### src/adm_pkg.sv
// Package for the converter output demux and trim control.
// Assumes one 200 MHz system clock; all pins but the register port arrive asynchronous to it.
package adm_pkg;
   localparam int unsigned ADM_CODE_W = 8;
   localparam int unsigned ADM_DATA_W = 16;
   localparam int unsigned ADM_ADDR_W = 4;
   localparam int unsigned ADM_CNT_W = 24;
   localparam int unsigned ADM_HIST_N = 9;
   localparam logic [3:0] ADM_FILL_FULL = 4'h8;
   localparam logic [3:0] ADM_FILL_MAX = 4'h9;
   localparam logic [7:0] ADM_MSB_FLIP = 8'h80;
   localparam logic [3:0] ADM_TRIG_MIN = 4'hA;
   localparam real ADM_CLK_NS = 5.0;
   localparam real ADM_LINK_NS = 80.0;
   localparam int unsigned ADM_LINK_CYC = int'(ADM_LINK_NS / ADM_CLK_NS);
   localparam logic [ADM_ADDR_W-1:0] ADM_REG_STATUS = 4'h0;
   localparam logic [ADM_ADDR_W-1:0] ADM_REG_MASK = 4'h1;
   localparam logic [ADM_ADDR_W-1:0] ADM_REG_PAIRS = 4'h2;
   localparam logic [ADM_ADDR_W-1:0] ADM_REG_PINS = 4'h3;
   localparam int unsigned ADM_ST_DONE = 0;
   localparam int unsigned ADM_ST_OVR = 1;
   localparam int unsigned ADM_ST_IGN = 2;
   localparam logic [2:0] ADM_MASK_RST = 3'h0;
   localparam logic [ADM_CNT_W-1:0] ADM_DLY_SHORT = 24'h000400;
   localparam logic [ADM_CNT_W-1:0] ADM_DLY_LONG = 24'h010000;
   localparam logic [ADM_CNT_W-1:0] ADM_TRIM_LEN = 24'h002000;

   typedef enum logic [1:0] {
      ADM_WAIT,
      ADM_IDLE,
      ADM_TRIM
   } adm_mode_t;

   typedef struct packed {
      logic ovr;
      logic [ADM_CODE_W-1:0] code;
   } adm_sample_t;

   typedef struct packed {
      logic [1:0] clk_sync;
      logic clk_prev;
      logic [1:0] sel_sync;
      logic [1:0] sleep_sync;
      logic [1:0] trig_sync;
      logic [1:0] dly_sync;
      logic [1:0] ovr_sync;
      logic [1:0][ADM_CODE_W-1:0] code_sync;
      adm_sample_t [ADM_HIST_N-1:0] hist;
      logic [3:0] fill;
      logic phase;
      logic [ADM_CODE_W-1:0] early;
      logic [ADM_CODE_W-1:0] late;
      logic strobe;
      logic ovr_out;
      adm_mode_t mode;
      logic [ADM_CNT_W-1:0] cnt;
      logic [3:0] low_cnt;
      logic [3:0] high_cnt;
      logic busy;
      logic [2:0] status;
      logic [2:0] mask;
      logic irq;
      logic [ADM_DATA_W-1:0] rdata;
      logic [ADM_DATA_W-1:0] pairs;
   } adm_core_t;
endpackage : adm_pkg

### src/adm_core.sv
// Output demux, strobe forwarding, sleep and trim sequencing of the converter.
// Assumes the sample clock, code, range and strap pins are asynchronous to clk,
// and that the sample clock is much slower than clk (at least 8 clk per period).
//
// Contract
// - A sample is taken at each falling edge of the sample clock while sleep is not requested.
// - Results are split one-to-two onto two buses at half rate.
// - Consecutive samples alternate between the buses in time order.
// - Latency is eight cycles on the early bus, seven on the late bus.
// - Codes are 8-bit offset binary, all zeros most negative.
// - Edge select high: data change on strobe rising edge; low: falling.
// - While sleep is requested the converter stops; otherwise it converts.
// - Trigger low ten cycles then high ten cycles starts a trim.
// - After power-up wait the strap-selected count, then trim automatically.
// - Early bus carries the first sample of a pair, late bus the second.
// - Trim-in-progress is high exactly while a trim runs.
// - Both buses change together with the forwarded strobe.
// - Out-of-range flag follows the comparator for the output pair.
//
// The plain strobed port and the address map are this design's own decisions.
`timescale 1ns/1ps
`default_nettype none
module adm_core #(
   parameter logic [adm_pkg::ADM_CNT_W-1:0] DLY_SHORT = adm_pkg::ADM_DLY_SHORT,
   parameter logic [adm_pkg::ADM_CNT_W-1:0] DLY_LONG = adm_pkg::ADM_DLY_LONG,
   parameter logic [adm_pkg::ADM_CNT_W-1:0] TRIM_LEN = adm_pkg::ADM_TRIM_LEN
) (
   input wire logic clk,
   input wire logic resetn,
   input wire logic sample_clk,
   input wire logic [adm_pkg::ADM_CODE_W-1:0] quant_code,
   input wire logic range_exceeded,
   input wire logic transition_edge_select,
   input wire logic sleep_request,
   input wire logic trim_trigger,
   input wire logic trim_start_delay_select,
   input wire logic [adm_pkg::ADM_ADDR_W-1:0] reg_addr,
   input wire logic [adm_pkg::ADM_DATA_W-1:0] reg_wdata,
   input wire logic reg_wr,
   input wire logic reg_rd,
   output logic [adm_pkg::ADM_DATA_W-1:0] reg_rdata,
   output logic [adm_pkg::ADM_CODE_W-1:0] early_sample_bus,
   output logic [adm_pkg::ADM_CODE_W-1:0] late_sample_bus,
   output logic output_data_strobe,
   output logic out_of_range,
   output logic trim_in_progress,
   output logic irq
);
   adm_pkg::adm_core_t q;
   adm_pkg::adm_core_t d;
   logic fall;
   logic take;
   logic trig_done;
   logic trim_end;
   adm_pkg::adm_sample_t fresh;
   logic [adm_pkg::ADM_CNT_W-1:0] cnt_inc;
   logic [adm_pkg::ADM_CNT_W-1:0] wait_target;

   always_comb begin
      d = q;
      fresh = '0;
      trig_done = 1'b0;
      trim_end = 1'b0;
      cnt_inc = q.cnt + 24'h000001;
      wait_target = q.dly_sync[1] ? DLY_LONG : DLY_SHORT;
      d.clk_sync = {q.clk_sync[0], sample_clk};
      d.sel_sync = {q.sel_sync[0], transition_edge_select};
      d.sleep_sync = {q.sleep_sync[0], sleep_request};
      d.trig_sync = {q.trig_sync[0], trim_trigger};
      d.dly_sync = {q.dly_sync[0], trim_start_delay_select};
      d.ovr_sync = {q.ovr_sync[0], range_exceeded};
      d.code_sync = {q.code_sync[0], quant_code};
      d.clk_prev = q.clk_sync[1];
      fall = q.clk_prev & ~q.clk_sync[1];
      take = fall & ~q.sleep_sync[1];
      fresh.code = q.code_sync[1] ^ adm_pkg::ADM_MSB_FLIP;
      fresh.ovr = q.ovr_sync[1];
      if (q.sleep_sync[1]) begin
         d.fill = 4'h0;
         d.phase = 1'b0;
      end else if (take) begin
         d.hist = {q.hist[adm_pkg::ADM_HIST_N-2:0], fresh};
         d.phase = ~q.phase;
         if (q.fill != adm_pkg::ADM_FILL_MAX) begin
            d.fill = q.fill + 4'h1;
         end
         if (q.fill >= adm_pkg::ADM_FILL_FULL) begin
            if (!q.phase) begin
               d.early = q.hist[7].code;
               d.late = q.hist[6].code;
               d.ovr_out = q.hist[7].ovr | q.hist[6].ovr;
               d.strobe = q.sel_sync[1];
               d.pairs = q.pairs + 16'h0001;
            end else begin
               d.strobe = ~q.sel_sync[1];
            end
         end
      end
      if (fall) begin
         if (!q.trig_sync[1]) begin
            d.high_cnt = 4'h0;
            // A low after some highs opens a new low run; a stale full count would skip it
            if (q.high_cnt != 4'h0) begin
               d.low_cnt = 4'h1;
            end else if (q.low_cnt != adm_pkg::ADM_TRIG_MIN) begin
               d.low_cnt = q.low_cnt + 4'h1;
            end
         end else if (q.low_cnt == adm_pkg::ADM_TRIG_MIN) begin
            d.high_cnt = q.high_cnt + 4'h1;
            if (d.high_cnt == adm_pkg::ADM_TRIG_MIN) begin
               trig_done = 1'b1;
               d.low_cnt = 4'h0;
               d.high_cnt = 4'h0;
            end
         end else begin
            d.low_cnt = 4'h0;
         end
      end
      unique case (q.mode)
         adm_pkg::ADM_WAIT: begin
            if (fall) begin
               d.cnt = cnt_inc;
               if (cnt_inc >= wait_target) begin
                  d.mode = adm_pkg::ADM_TRIM;
                  d.cnt = '0;
               end
            end
         end
         adm_pkg::ADM_IDLE: begin
            if (trig_done) begin
               d.mode = adm_pkg::ADM_TRIM;
               d.cnt = '0;
            end
         end
         adm_pkg::ADM_TRIM: begin
            if (fall) begin
               d.cnt = cnt_inc;
               if (cnt_inc >= TRIM_LEN) begin
                  trim_end = 1'b1;
                  d.mode = adm_pkg::ADM_IDLE;
                  d.cnt = '0;
               end
            end
         end
         default: begin
            d.mode = adm_pkg::ADM_IDLE;
         end
      endcase
      d.busy = (d.mode == adm_pkg::ADM_TRIM);
      if (reg_wr && reg_addr == adm_pkg::ADM_REG_MASK) begin
         d.mask = reg_wdata[2:0];
      end
      d.rdata = '0;
      if (reg_rd) begin
         unique case (reg_addr)
            adm_pkg::ADM_REG_STATUS: d.rdata = {13'h0000, q.status};
            adm_pkg::ADM_REG_MASK: d.rdata = {13'h0000, q.mask};
            adm_pkg::ADM_REG_PAIRS: d.rdata = q.pairs;
            adm_pkg::ADM_REG_PINS: d.rdata = {12'h000, q.sleep_sync[1], q.sel_sync[1],
                                              q.dly_sync[1], q.busy};
            default: d.rdata = '0;
         endcase
      end
      // Clear on read first so a same-cycle event still lands
      if (reg_rd && reg_addr == adm_pkg::ADM_REG_STATUS) begin
         d.status = 3'h0;
      end
      if (trim_end) begin
         d.status[adm_pkg::ADM_ST_DONE] = 1'b1;
      end
      if (take && q.ovr_sync[1]) begin
         d.status[adm_pkg::ADM_ST_OVR] = 1'b1;
      end
      if (trig_done && q.mode != adm_pkg::ADM_IDLE) begin
         d.status[adm_pkg::ADM_ST_IGN] = 1'b1;
      end
      d.irq = |(d.status & d.mask);
   end

   always_ff @(posedge clk or negedge resetn) begin
      if (!resetn) begin
         q <= '0;
         q.mode <= adm_pkg::ADM_WAIT;
         q.mask <= adm_pkg::ADM_MASK_RST;
      end else begin
         q <= d;
      end
   end

   assign reg_rdata = q.rdata;
   assign early_sample_bus = q.early;
   assign late_sample_bus = q.late;
   assign output_data_strobe = q.strobe;
   assign out_of_range = q.ovr_out;
   assign trim_in_progress = q.busy;
   assign irq = q.irq;
endmodule : adm_core
`default_nettype wire

### config.mk
export PLATFORM = sky130hd
export DESIGN_NAME = adm_core
export DESIGN_NICKNAME = d
export VERILOG_FILES = /design/src/adm_pkg.sv /design/src/adm_core.sv
export SDC_FILE = /design/constraint.sdc
export NUM_CORES = 1
export LEC_CHECK = 0
export BUFFER_PORTS_ARGS = -buffer_cell sky130_fd_sc_hd__buf_2
export CORE_UTILIZATION = 30
export CTS_CLUSTER_DIAMETER = 150
export DETAILED_ROUTE_END_ITERATION = 16
export SLEW_MARGIN = 10
export SYNTH_ARGS = -nofsm -noshare
export SYNTH_HDL_FRONTEND = slang
export SYNTH_SLANG_ARGS = --single-unit
### constraint.sdc
create_clock -name clk -period 3.9 [get_ports clk]
set_clock_uncertainty 0.1 [all_clocks]
set_input_delay 0.78 -clock clk [delete_from_list [all_inputs] [get_ports clk]]
set_output_delay 0.78 -clock clk [all_outputs]
set_load 0.03 [all_outputs]
Word level (Yosys, flattened, before mapping)
Index checks and enable logic that the tools add are counted.
{"block": "op_classes", "addsub": 5, "n_mux": 35, "reduce_logical": 19, "magnitude_cmp": 3, "n_bitwise": 9, "eq_ne": 16}
{"op": "2-to-1 mux 26 bit", "count": 5}
{"op": "one-hot mux 24 bit (3 select lines)", "count": 1}
{"op": "one-hot mux 16 bit (4 select lines)", "count": 1}
{"op": "2-to-1 mux 16 bit", "count": 2}
{"op": "adder 24 x 1 -> 24 bit (second input constant)", "count": 1}
{"op": ">= comparator 24 x 14 -> 1 bit (second input constant)", "count": 1}
{"op": ">= comparator 24 x 17 -> 1 bit", "count": 1}
{"op": "2-to-1 mux 23 bit", "count": 1}
{"op": "2-to-1 mux 4 bit", "count": 5}
{"op": "2-to-1 mux 18 bit", "count": 1}
{"op": "2-to-1 mux 17 bit", "count": 1}
{"op": "adder 16 x 1 -> 16 bit (second input constant)", "count": 1}
{"op": "2-to-1 mux 8 bit", "count": 2}
{"op": "adder 4 x 1 -> 4 bit (second input constant)", "count": 3}
{"op": "2-to-1 mux 1 bit", "count": 12}
{"op": "== test 4 x 2 -> 1 bit (second input constant)", "count": 2}
{"op": "== test 4 bit (second input constant)", "count": 2}
{"op": "!= test 4 bit (second input constant)", "count": 2}
{"op": "AND reduction 4 bit", "count": 2}
{"op": "2-to-1 mux 3 bit", "count": 2}
{"op": "!= test 2 bit (second input constant)", "count": 3}
{"op": "one-hot mux 2 bit (3 select lines)", "count": 1}
{"op": "AND reduction 2 bit", "count": 3}
{"op": "AND reduction 3 bit", "count": 2}
{"op": "other kinds (18)", "count": 30}
{"block": "totals", "out_inout_bits": 36, "ff_bits": 198, "elab_cells": 128}

Longest topological paths before layout
Gate-level depths: netlist of the first run.
{"block": "depth", "ltp_word": 10, "depth_mapped": 15}

Worst setup path before layout of the first run
No wires, ideal clock.
{"block": "synth_path", "path_kind": "register to register", "start": "register q[48] (netlist name)", "end": "register q[59] (netlist name)", "path_stages_with_launch": 16, "setup_ns": 0.083, "arrival_ns": 3.077, "slack_ns": 0.641, "synth_period_minus_slack_ns": 3.259, "cell_sequence": "dfrtp_1 > ha_1 > and2_1 > buf_2 > nand4_2 > nor2_1 > nand2_1 > and2_1 > or2_2 > ha_1 > nand2b_1 > a2111o_1 > a221oi_4 > buf_4 > nand3_1 > o21ai_0"}
{"block": "synth_between", "elab_chain_len": 5}
{"item": "from (decl)", "line": "adm_core.sv:49", "text": "adm_pkg::adm_core_t q;"}
{"item": "adder 24 x 1 -> 24 bit (*)", "line": "adm_core.sv:64", "text": "cnt_inc = q.cnt + 24'h000001;"}
{"item": ">= comparator 24 x 14 -> 1 bit / >= comparator 24 x 17 -> 1 bit (equally long branches)", "line": "adm_core.sv:138, adm_core.sv:123"}
{"item": "2-to-1 mux 26 bit (on tied branches)", "line": "adm_core.sv:138, adm_core.sv:123"}
{"item": "2-to-1 mux 26 bit (on tied branches)", "line": "adm_core.sv:136, adm_core.sv:121"}
{"item": "one-hot mux 24 bit (3 select lines) (*)", "line": "adm_core.sv:119", "text": "unique case (q.mode)"}
Mark *: on every way between the ends. The rest lies on a longest branch, timed or not. The select of a mux whose other input is x is not followed.
A chain may end at the register's enable or synchronous reset.

Worst setup path after layout of the first run
{"block": "layout_path", "start": "register q[48] (netlist name)", "end": "register q[52] (netlist name)"}
Same word-level chain as after synthesis.

==> summary.txt, run 1 <==
Global routing
  • Vias in the first global route: 4846
  • Antenna violations before repair: 0
  • Gr ovfl total: 0
  • Pin count of the biggest net entering global routing: 97
  • GRT Overall Usage: 0.1032
  • First-pass GRT wire length: 24.24 mm

Route
  • Routed Antenna Nets: 0
  • Avg WL per Cell: 12.46 um
  • Total Wirelength: 13.94 mm
  • First-pass iteration count of the detailed router: 4
  • DR vias: 5059
  • Iter 0 DRT Violations: 281
  • DRC Markers: 0
  • DR vias/cell: 4.521

Synthesis
  • Seq/Total Area, Yosys: 0.5770
  • Async set or reset register ratio after synthesis: 1.000
  • Largest cells by area after synthesis: dfrtp_1, mux2_2, buf_4
  • Synthesized flop and latch total: 198
  • Synthesized area: 8587 um2
  • Post-Syn Instances: 699
  • Syn Nets: 753
  • Post-synth EDFFs: 0
  • YS warnings: 0
  • Yosys top cell by area: dfrtp_1
  • Count leader, synth: dfrtp_1
  • Synth cell types: 59
  • Synth top cells by count: dfrtp_1, mux2_2, nand2_1, buf_4, nor2_1
  • Ys flop type: dfrtp_1
  • Synth top area share: 0.5770
  • Syn Area/Cell: 12.28 um2

Floorplan
  • Area of the die: 29300 um2
  • Die width: 171.2 um
  • Core ar.: 27930 um2
  • Row count: 61
  • I/O pin cnt: 74
  • Die height: 171.2 um
  • Initial Utilization: 0.3074

Clock tree
  • # H-tree levels: 4
  • CTS resizes: 0
  • CTS root buf: clkbuf_16
  • # Post-CTS Setup Buffers: 0
  • TritonCTS clock tree: yes
  • Clk buf depth: 2
  • Clock Pin Slew Worst Setup and Hold Paths: 0.09 ns
  • Hold_buf cts: 0
  • Clock Latency Late Sink: 0.44 ns
  • TritonCTS Buffers: 17
  • Clk sinks: 198

Status
  • Status: complete, no violations

Final layout
  • Post-Layout Cell Count: 1119
  • Proportion of layout cells with a drive suffix above 1: 0.2821
  • ANT cells: 0
  • Area Growth Syn to Fin: 13.65%
  • Fin nets: 782

Setup path
  • WP data arrival: 3.74 ns
  • CP peak stage delay: 0.40 ns
  • Worst-path fanout max: 27
  • CP cell instances: ha_1 > and2_1 > nand4_2 > nor2_1 > nand2_1 > and2_1 > or2_2 > ha_1 > nand2b_1 > a2111o_1 > a221oi_4 > buf_12 > a21oi_1 > o21ai_0
  • Worst path required time: 4.15 ns
  • Critical path class: reg -> reg
  • Crit. End Element: flop
  • Worst path slowest cell: dfrtp_1
  • Setup crit start kind: flop

Timing
  • Final Hold Vio Count: 0
  • Unrepaired setup endpoints after global routing: false
  • Relative slew slack: 0.4117
  • Clock period minus worst slack: 3.486 ns
  • Slew Viols, Final: 0
  • Fmax: 286.9 MHz
  • Crit share post-route: 0.8937
  • Final number of setup-violating endpoints: 0
  • Worst-margin pin slew: 0.8824 ns
  • Setup TNS: 0 ns

Pwr
  • Leak pwr: 4.516 nW
  • Max VDD drop: 286.3 uV
  • PwrDens: 509.2 nW/um2
  • Final total power: 4.969 mW

Placement
  • Placer Congestion: 0.7784
  • Post-DP HPWL: 9.324 mm
  • PortBufs: 60
  • DP Cell Count: 1087

Run
  • MaxCap Viol Count: 0

Hold path
  • Worst min path class: reg -> reg
[layout by cell type, fill, tap and decap left out, drive strengths merged, types with 5 or more instances in the layout]
master / instances
dfrtp: 198
mux2: 93
buf: 69
nand2: 45
inv: 35
o21ai: 31
nor2: 30
and2: 25
nand3: 22
xnor2: 21
a21oi: 21
clkbuf: 18
nand4: 17
ha: 16
nor3: 9
and3: 9
a31oi: 6
and4: 5
or3: 5
xor2: 5
nor4: 5
[worst paths after layout]
| kind | start | endpoint | slack [ns] | depth (start not counted) |
|---|---|---|---|---|
| max | q[48]$_DFFE_PN0P_ | q[52]$_DFFE_PN0P_ | 0.41 | 14 |
| min | d[201]$_DFF_PN0_ | q[201]$_DFF_PN0_ | 0.25 | 0 |
| max reg2reg | q[48]$_DFFE_PN0P_ | q[52]$_DFFE_PN0P_ | 0.41 | 14 |
| min reg2reg | d[201]$_DFF_PN0_ | q[201]$_DFF_PN0_ | 0.25 | 0 |
| max in group asynchronous | resetn | q[104]$_DFFE_PN0P_ | 2.50 | 2 |
| min in group asynchronous | resetn | q[162]$_DFFE_PN0P_ | 0.30 | 1 |
[flip-flops by register name, summed over array words and instances (netlist names)]
| register | cells |
|---|---|
| d | 15 |
| trim_in_progress | 1 |
| reg_rdata | 16 |
| output_data_strobe | 1 |
| irq | 1 |
| late_sample_bus | 8 |
| out_of_range | 1 |
| q | 139 |
| early_sample_bus | 8 |
| fresh | 8 |
[kinds of logic after synthesis]
group | Yosys count | synth area share
adders and majority gates | 16 | 0.02331
xor gates and xnor gates | 26 | 0.02652
AOI/OAI and AO/OA | 86 | 0.06484
muxes | 99 | 0.1333
DFF | 198 | 0.5770
and+or+nand+nor | 192 | 0.1231
buffers and inverters | 82 | 0.05187
[power by group]
| group | internal [mW] | switching, mW |
|---|---|---|
| Clock | 0.929 | 0.980 |
| Combinational | 0.296 | 0.197 |
| Sequential | 2.39 | 0.177 |
| Total | 3.61 | 1.35 |
[metrics by stage]
step / hold slack [ns] / worst slack (ns) / util / cell area [um2]
floorplan: 0.2312 / 0.6409 / - / 8587
global placement: 0.2325 / 0.4590 / 0.3258 / 9101
detailed placement: 0.2347 / 0.4117 / 0.3258 / 9101
CTS: 0.2547 / 0.3880 / 0.3494 / 9759
global route: 0.2644 / 0.1257 / 0.3494 / 9759
finish: 0.2536 / 0.4144 / 0.3494 / 9759
[layout make-up]
type	count	area, um2
fillers	2766	18170
repair buffers	70	396.6
well taps	378	473.0
clock buffers	17	425.4
multi-input cells	419	3194
flip-flops and latches	198	4955
inverters	22	82.58
clock inverters	15	232.7
[metal layers]
layer / share of wire / up-vias / global-route usage
li1: - / 2488 / -
met1: 0.50 / 2477 / 0.1415
met2: 0.45 / 76 / 0.1564
met3: 0.032 / 18 / 0.02347
met4: 0.018 / 0 / 0.04309
met5: 0 / - / 0
[critical path, delay by kind of cell (launching register included)]
kind,cells,cell delay (ns)
buffers and inverters,1,0.20
adders and majority gates,2,0.41
AOI/OAI and AO/OA,4,0.95
DFF,1,0.40
and+or+nand+nor,7,1.32
Note: power is estimated with default switching activity, not from simulation.
==> inputs of run 2 (changes only) <==
--- a/config.mk
+++ b/config.mk
@@ -5,6 +5,7 @@
 export SDC_FILE = /design/constraint.sdc
 export NUM_CORES = 1
 export LEC_CHECK = 0
+export ABC_AREA = 1
 export BUFFER_PORTS_ARGS = -buffer_cell sky130_fd_sc_hd__buf_2
 export CORE_UTILIZATION = 30
 export CTS_CLUSTER_DIAMETER = 150
==> summary.txt, run 2 <==
Status
  • Status: complete, no violations (unchanged)

Final layout
  • Post-Layout Cell Count: 1398 (was 1119)
  • Util after Layout: 0.3488 (was 0.3494)
  • Fin nets: 1061 (was 782)
  • Fin area: 9824 um2 (was 9759 um2)
  • Top reg by flops: q (unchanged)
  • Most frequent cells in the layout: nand2_1, dfrtp_1, inv_1, o21ai_0, nor2_1 (was dfrtp_1, mux2_2, buf_2, nand2_1, nor2_1)
  • Largest register FFs: 139 (unchanged)
  • Area Growth Syn to Fin: 13.16% (was 13.65%)
  • Proportion of layout cells with a drive suffix above 1: 0.1324 (was 0.2821)
  • Commonest non-fill, non-tap cell in the layout: nand2_1 (was dfrtp_1)
  • Filler cell count: 2876 (was 2766)
  • ANT cells: 0 (unchanged)

Route
  • DR vias: 5916 (was 5059)
  • DRC Markers: 0 (unchanged)
  • Wl on met1: 8.263 mm (was 6.924 mm)
  • DR vias/cell: 4.232 (was 4.521)
  • Routed Antenna Nets: 0 (unchanged)
  • Metal3 WL: 621 um (was 446 um)
  • Top layer in use: met4 (unchanged)
  • Avg WL per Cell: 11.50 um (was 12.46 um)
  • Wire length on met2: 6.852 mm (was 6.309 mm)
  • Iter 0 DRT Violations: 376 (was 281)
  • Total Wirelength: 16.08 mm (was 13.94 mm)
  • First-pass iteration count of the detailed router: 4 (unchanged)

Placement
  • Post-DP HPWL: 10.65 mm (was 9.324 mm)
  • PortBufs: 60 (unchanged)
  • Placer Congestion: 0.8164 (was 0.7784)
  • DP Cell Count: 1366 (was 1087)
  • Post-DP Area: 9190 um2 (was 9101 um2)
  • Post-Place Setup Slack: 0.7560 ns (was 0.4117 ns)

Synthesis
  • YS warnings: 0 (unchanged)
  • Main combinational cell family by area after synthesis: simple AND/OR/NAND/NOR gates (was multiplexers)
  • Post-Syn Instances: 978 (was 699)
  • Seq/Total Area, Yosys: 0.5707 (was 0.5770)
  • Largest cells by area after synthesis: dfrtp_1, nand2_1, inv_1 (was dfrtp_1, mux2_2, buf_4)
  • Async set or reset register ratio after synthesis: 1.000 (unchanged)
  • Mux contribution to synthesized area: 0 (was 0.1333)
  • Count leader, synth: nand2_1 (was dfrtp_1)
  • Yosys top cell by area: dfrtp_1 (unchanged)
  • Synth top cells by count: nand2_1, dfrtp_1, inv_1, o21ai_0, nor2_1 (was dfrtp_1, mux2_2, nand2_1, buf_4, nor2_1)
  • Synthesized area: 8682 um2 (was 8587 um2)
  • Syn Area/Cell: 8.877 um2 (was 12.28 um2)
  • Xor-xnor portion of the synthesized cell area: 0.02320 (was 0.02652)
  • Post-synth EDFFs: 0 (unchanged)
  • Syn Nets: 1032 (was 753)
  • Synth Area in Simple Gates: 0.2219 (was 0.1231)
  • Synth top area share: 0.5707 (was 0.5770)
  • Ys flop type: dfrtp_1 (unchanged)
  • Synthesized flop and latch total: 198 (unchanged)
  • Synth Area in Adders: 0.02306 (was 0.02331)
  • Compound-Gate Fraction of Synth Area: 0.06961 (was 0.06484)
  • Synth cell types: 36 (was 59)

Clock tree
  • Clk sinks: 198 (unchanged)
  • CTS root buf: clkbuf_16 (unchanged)
  • Clk buf depth: 2 (unchanged)
  • # Post-CTS Setup Buffers: 0 (unchanged)
  • Hold_buf cts: 0 (unchanged)
  • Clock Pin Slew Worst Setup and Hold Paths: 0.08 ns (was 0.09 ns)
  • TritonCTS Buffers: 17 (unchanged)
  • CTS resizes: 0 (unchanged)
  • # H-tree levels: 4 (unchanged)
  • TritonCTS clock tree: yes (unchanged)
  • Clock Latency Late Sink: 0.43 ns (was 0.44 ns)

Pwr
  • PwrDens: 478.9 nW/um2 (was 509.2 nW/um2)
  • Combinational power share: 0.102 (was 0.099)
  • Sw Pwr: 1.338 mW (was 1.354 mW)
  • Pint: 3.367 mW (was 3.615 mW)
  • Power share of the clock group: 0.389 (was 0.384)
  • Leak pwr: 4.814 nW (was 4.516 nW)
  • Final total power: 4.705 mW (was 4.969 mW)
  • Sequential Power Share: 0.509 (was 0.517)
  • Sw Ratio: 0.2843 (was 0.2726)
  • Max VDD drop: 290.4 uV (was 286.3 uV)

Floorplan
  • I/O pin cnt: 74 (unchanged)
  • Core ar.: 28160 um2 (was 27930 um2)
  • Die width: 172.1 um (was 171.2 um)
  • Die height: 172.1 um (was 171.2 um)
  • Area of the die: 29630 um2 (was 29300 um2)
  • Row count: 61 (unchanged)
  • Initial Utilization: 0.3083 (was 0.3074)

Setup path
  • Critical path class: reg -> reg (unchanged)
  • CP peak stage delay: 0.49 ns (was 0.40 ns)
  • CP cell instances: ha_1 > nand2_1 > nor2_2 > nand2_1 > xor2_1 > ha_1 > inv_1 > nor2_1 > nand3_1 > nor2_1 > nand3_1 > nand3_1 > nand2_1 > nand2_1 > nand2_2 > nand3_4 > o21ai_0 (was ha_1 > and2_1 > nand4_2 > nor2_1 > nand2_1 > and2_1 > or2_2 > ha_1 > nand2b_1 > a2111o_1 > a221oi_4 > buf_12 > a21oi_1 > o21ai_0)
  • Critical Path Start: q[48]$_DFFE_PN0P_ (unchanged)
  • Worst path required time: 4.14 ns (was 4.15 ns)
  • Worst R2R Setup Slack: 0.77 ns (was 0.41 ns)
  • Worst path top cell family by delay: simple AND/OR/NAND/NOR gates (unchanged)
  • Most frequent CP cell: nand2_1
  • Worst path bufs/invs: 1 (unchanged)
  • Worst-path fanout max: 17 (was 27)
  • Worst path slowest cell: dfrtp_1 (unchanged)
  • Setup crit start kind: flop (unchanged)
  • Crit Reg-Reg Startpoint: q[48]$_DFFE_PN0P_ (unchanged)
  • Crit. End Element: flop (unchanged)
  • WP data arrival: 3.37 ns (was 3.74 ns)

Global routing
  • First-pass GRT wire length: 27.71 mm (was 24.24 mm)
  • Antenna violations before repair: 1 (was 0)
  • GRT Overall Usage: 0.1187 (was 0.1032)
  • Vias in the first global route: 5720 (was 4846)
  • Pin count of the biggest net entering global routing: 92 (was 97)
  • Gr ovfl total: 0 (unchanged)

Timing
  • Worst-margin pin slew: 0.8383 ns (was 0.8824 ns)
  • Final number of setup-violating endpoints: 0 (unchanged)
  • Relative slew slack: 0.4412 (was 0.4117)
  • Setup TNS: 0 ns (unchanged)
  • Final Hold Vio Count: 0 (unchanged)
  • Slew Viols, Final: 0 (unchanged)
  • Crit share post-route: 0.8031 (was 0.8937)
  • Fin worst setup slack: 0.7678 ns (was 0.4144 ns)
  • Minimum hold slack: 0.2526 ns (was 0.2536 ns)
  • Clock period minus worst slack: 3.132 ns (was 3.486 ns)
  • Unrepaired setup endpoints after global routing: false (unchanged)
  • Fmax: 319.3 MHz (was 286.9 MHz)

Run
  • MaxCap Viol Count: 0 (unchanged)

Hold path
  • Worst min path class: reg -> reg (unchanged)
  • Min-delay src: d[195]$_DFF_PN0_ (was d[201]$_DFF_PN0_)
## run 2: changes by cell type after synthesis, sizes merged, moves of 24 or more
cell | before | now
mux2 | 93 | 0
nand2 | 45 | 307
and2 | 25 | 1
nor2 | 30 | 76
o21ai | 31 | 79
inv | 22 | 120
## run 2: layout make-up
type | count | area [um2] | share of cell area
Clock buffer | 17 | 425.4 | 0.04330
Timing Repair Buffer | 67 | 374.1 | 0.03808
Tap cell | 378 | 473.0 | 0.04814
Clock inverter | 15 | 209.0 | 0.02127
Sequential cell | 198 | 4955 | 0.5043
Multi-Input combinational cell | 603 | 2938 | 0.2990
Inverter | 120 | 450.4 | 0.04585
## run 2: worst reg2reg max path, delay by kind of cell (launching register included)
family / cells / cell delay, ns
adder cells (fa/ha/maj): 2 / 0.53
AO/OA/AOI/OAI: 1 / 0.29
buffers and inverters: 1 / 0.05
XOR/XNOR: 1 / 0.25
AND/OR/NAND/NOR: 12 / 1.33
flip-flops: 1 / 0.49
## run 2: power groups by stage
| stage | sequential (mW) | combinational, mW | clock [mW] |
|---|---|---|---|
| detailed placement | 2.44 | 0.487 | 0 |
| floorplan | 2.42 | 0.323 | 0 |
| finish | 2.39 | 0.479 | 1.83 |
| CTS | 2.40 | 0.491 | 1.90 |
| global route | 2.43 | 0.564 | 1.98 |
| global placement | 2.43 | 0.473 | 0 |
## run 2: logic make-up (layout without fill, tap and decap cells)
kind of cell | Yosys count | after routing
AO/OA/AOI/OAI | 108 | 108
XOR/XNOR | 23 | 23
adder cells (fa/ha/maj) | 16 | 16
buffers and inverters | 177 | 219
flip-flops | 198 | 198
AND/OR/NAND/NOR | 456 | 456
## run 2: metal layers
layer,up-vias,global-route usage
li1,3074,-
met1,2725,0.1652
met2,96,0.1788
met3,21,0.02586
met4,0,0.04617
met5,-,0
## run 2: path summary, 6_finish.rpt
path,end,depth (start not counted)
setup / recovery,q[53]$_DFFE_PN0P_,17
hold / removal,fresh[8]$_DFF_PN0_,0
setup reg to reg,q[53]$_DFFE_PN0P_,17
hold reg to reg,fresh[8]$_DFF_PN0_,0
max in group asynchronous,output_data_strobe$_DFFE_PN0P_,2
min in group asynchronous,q[54]$_DFFE_PN0P_,1
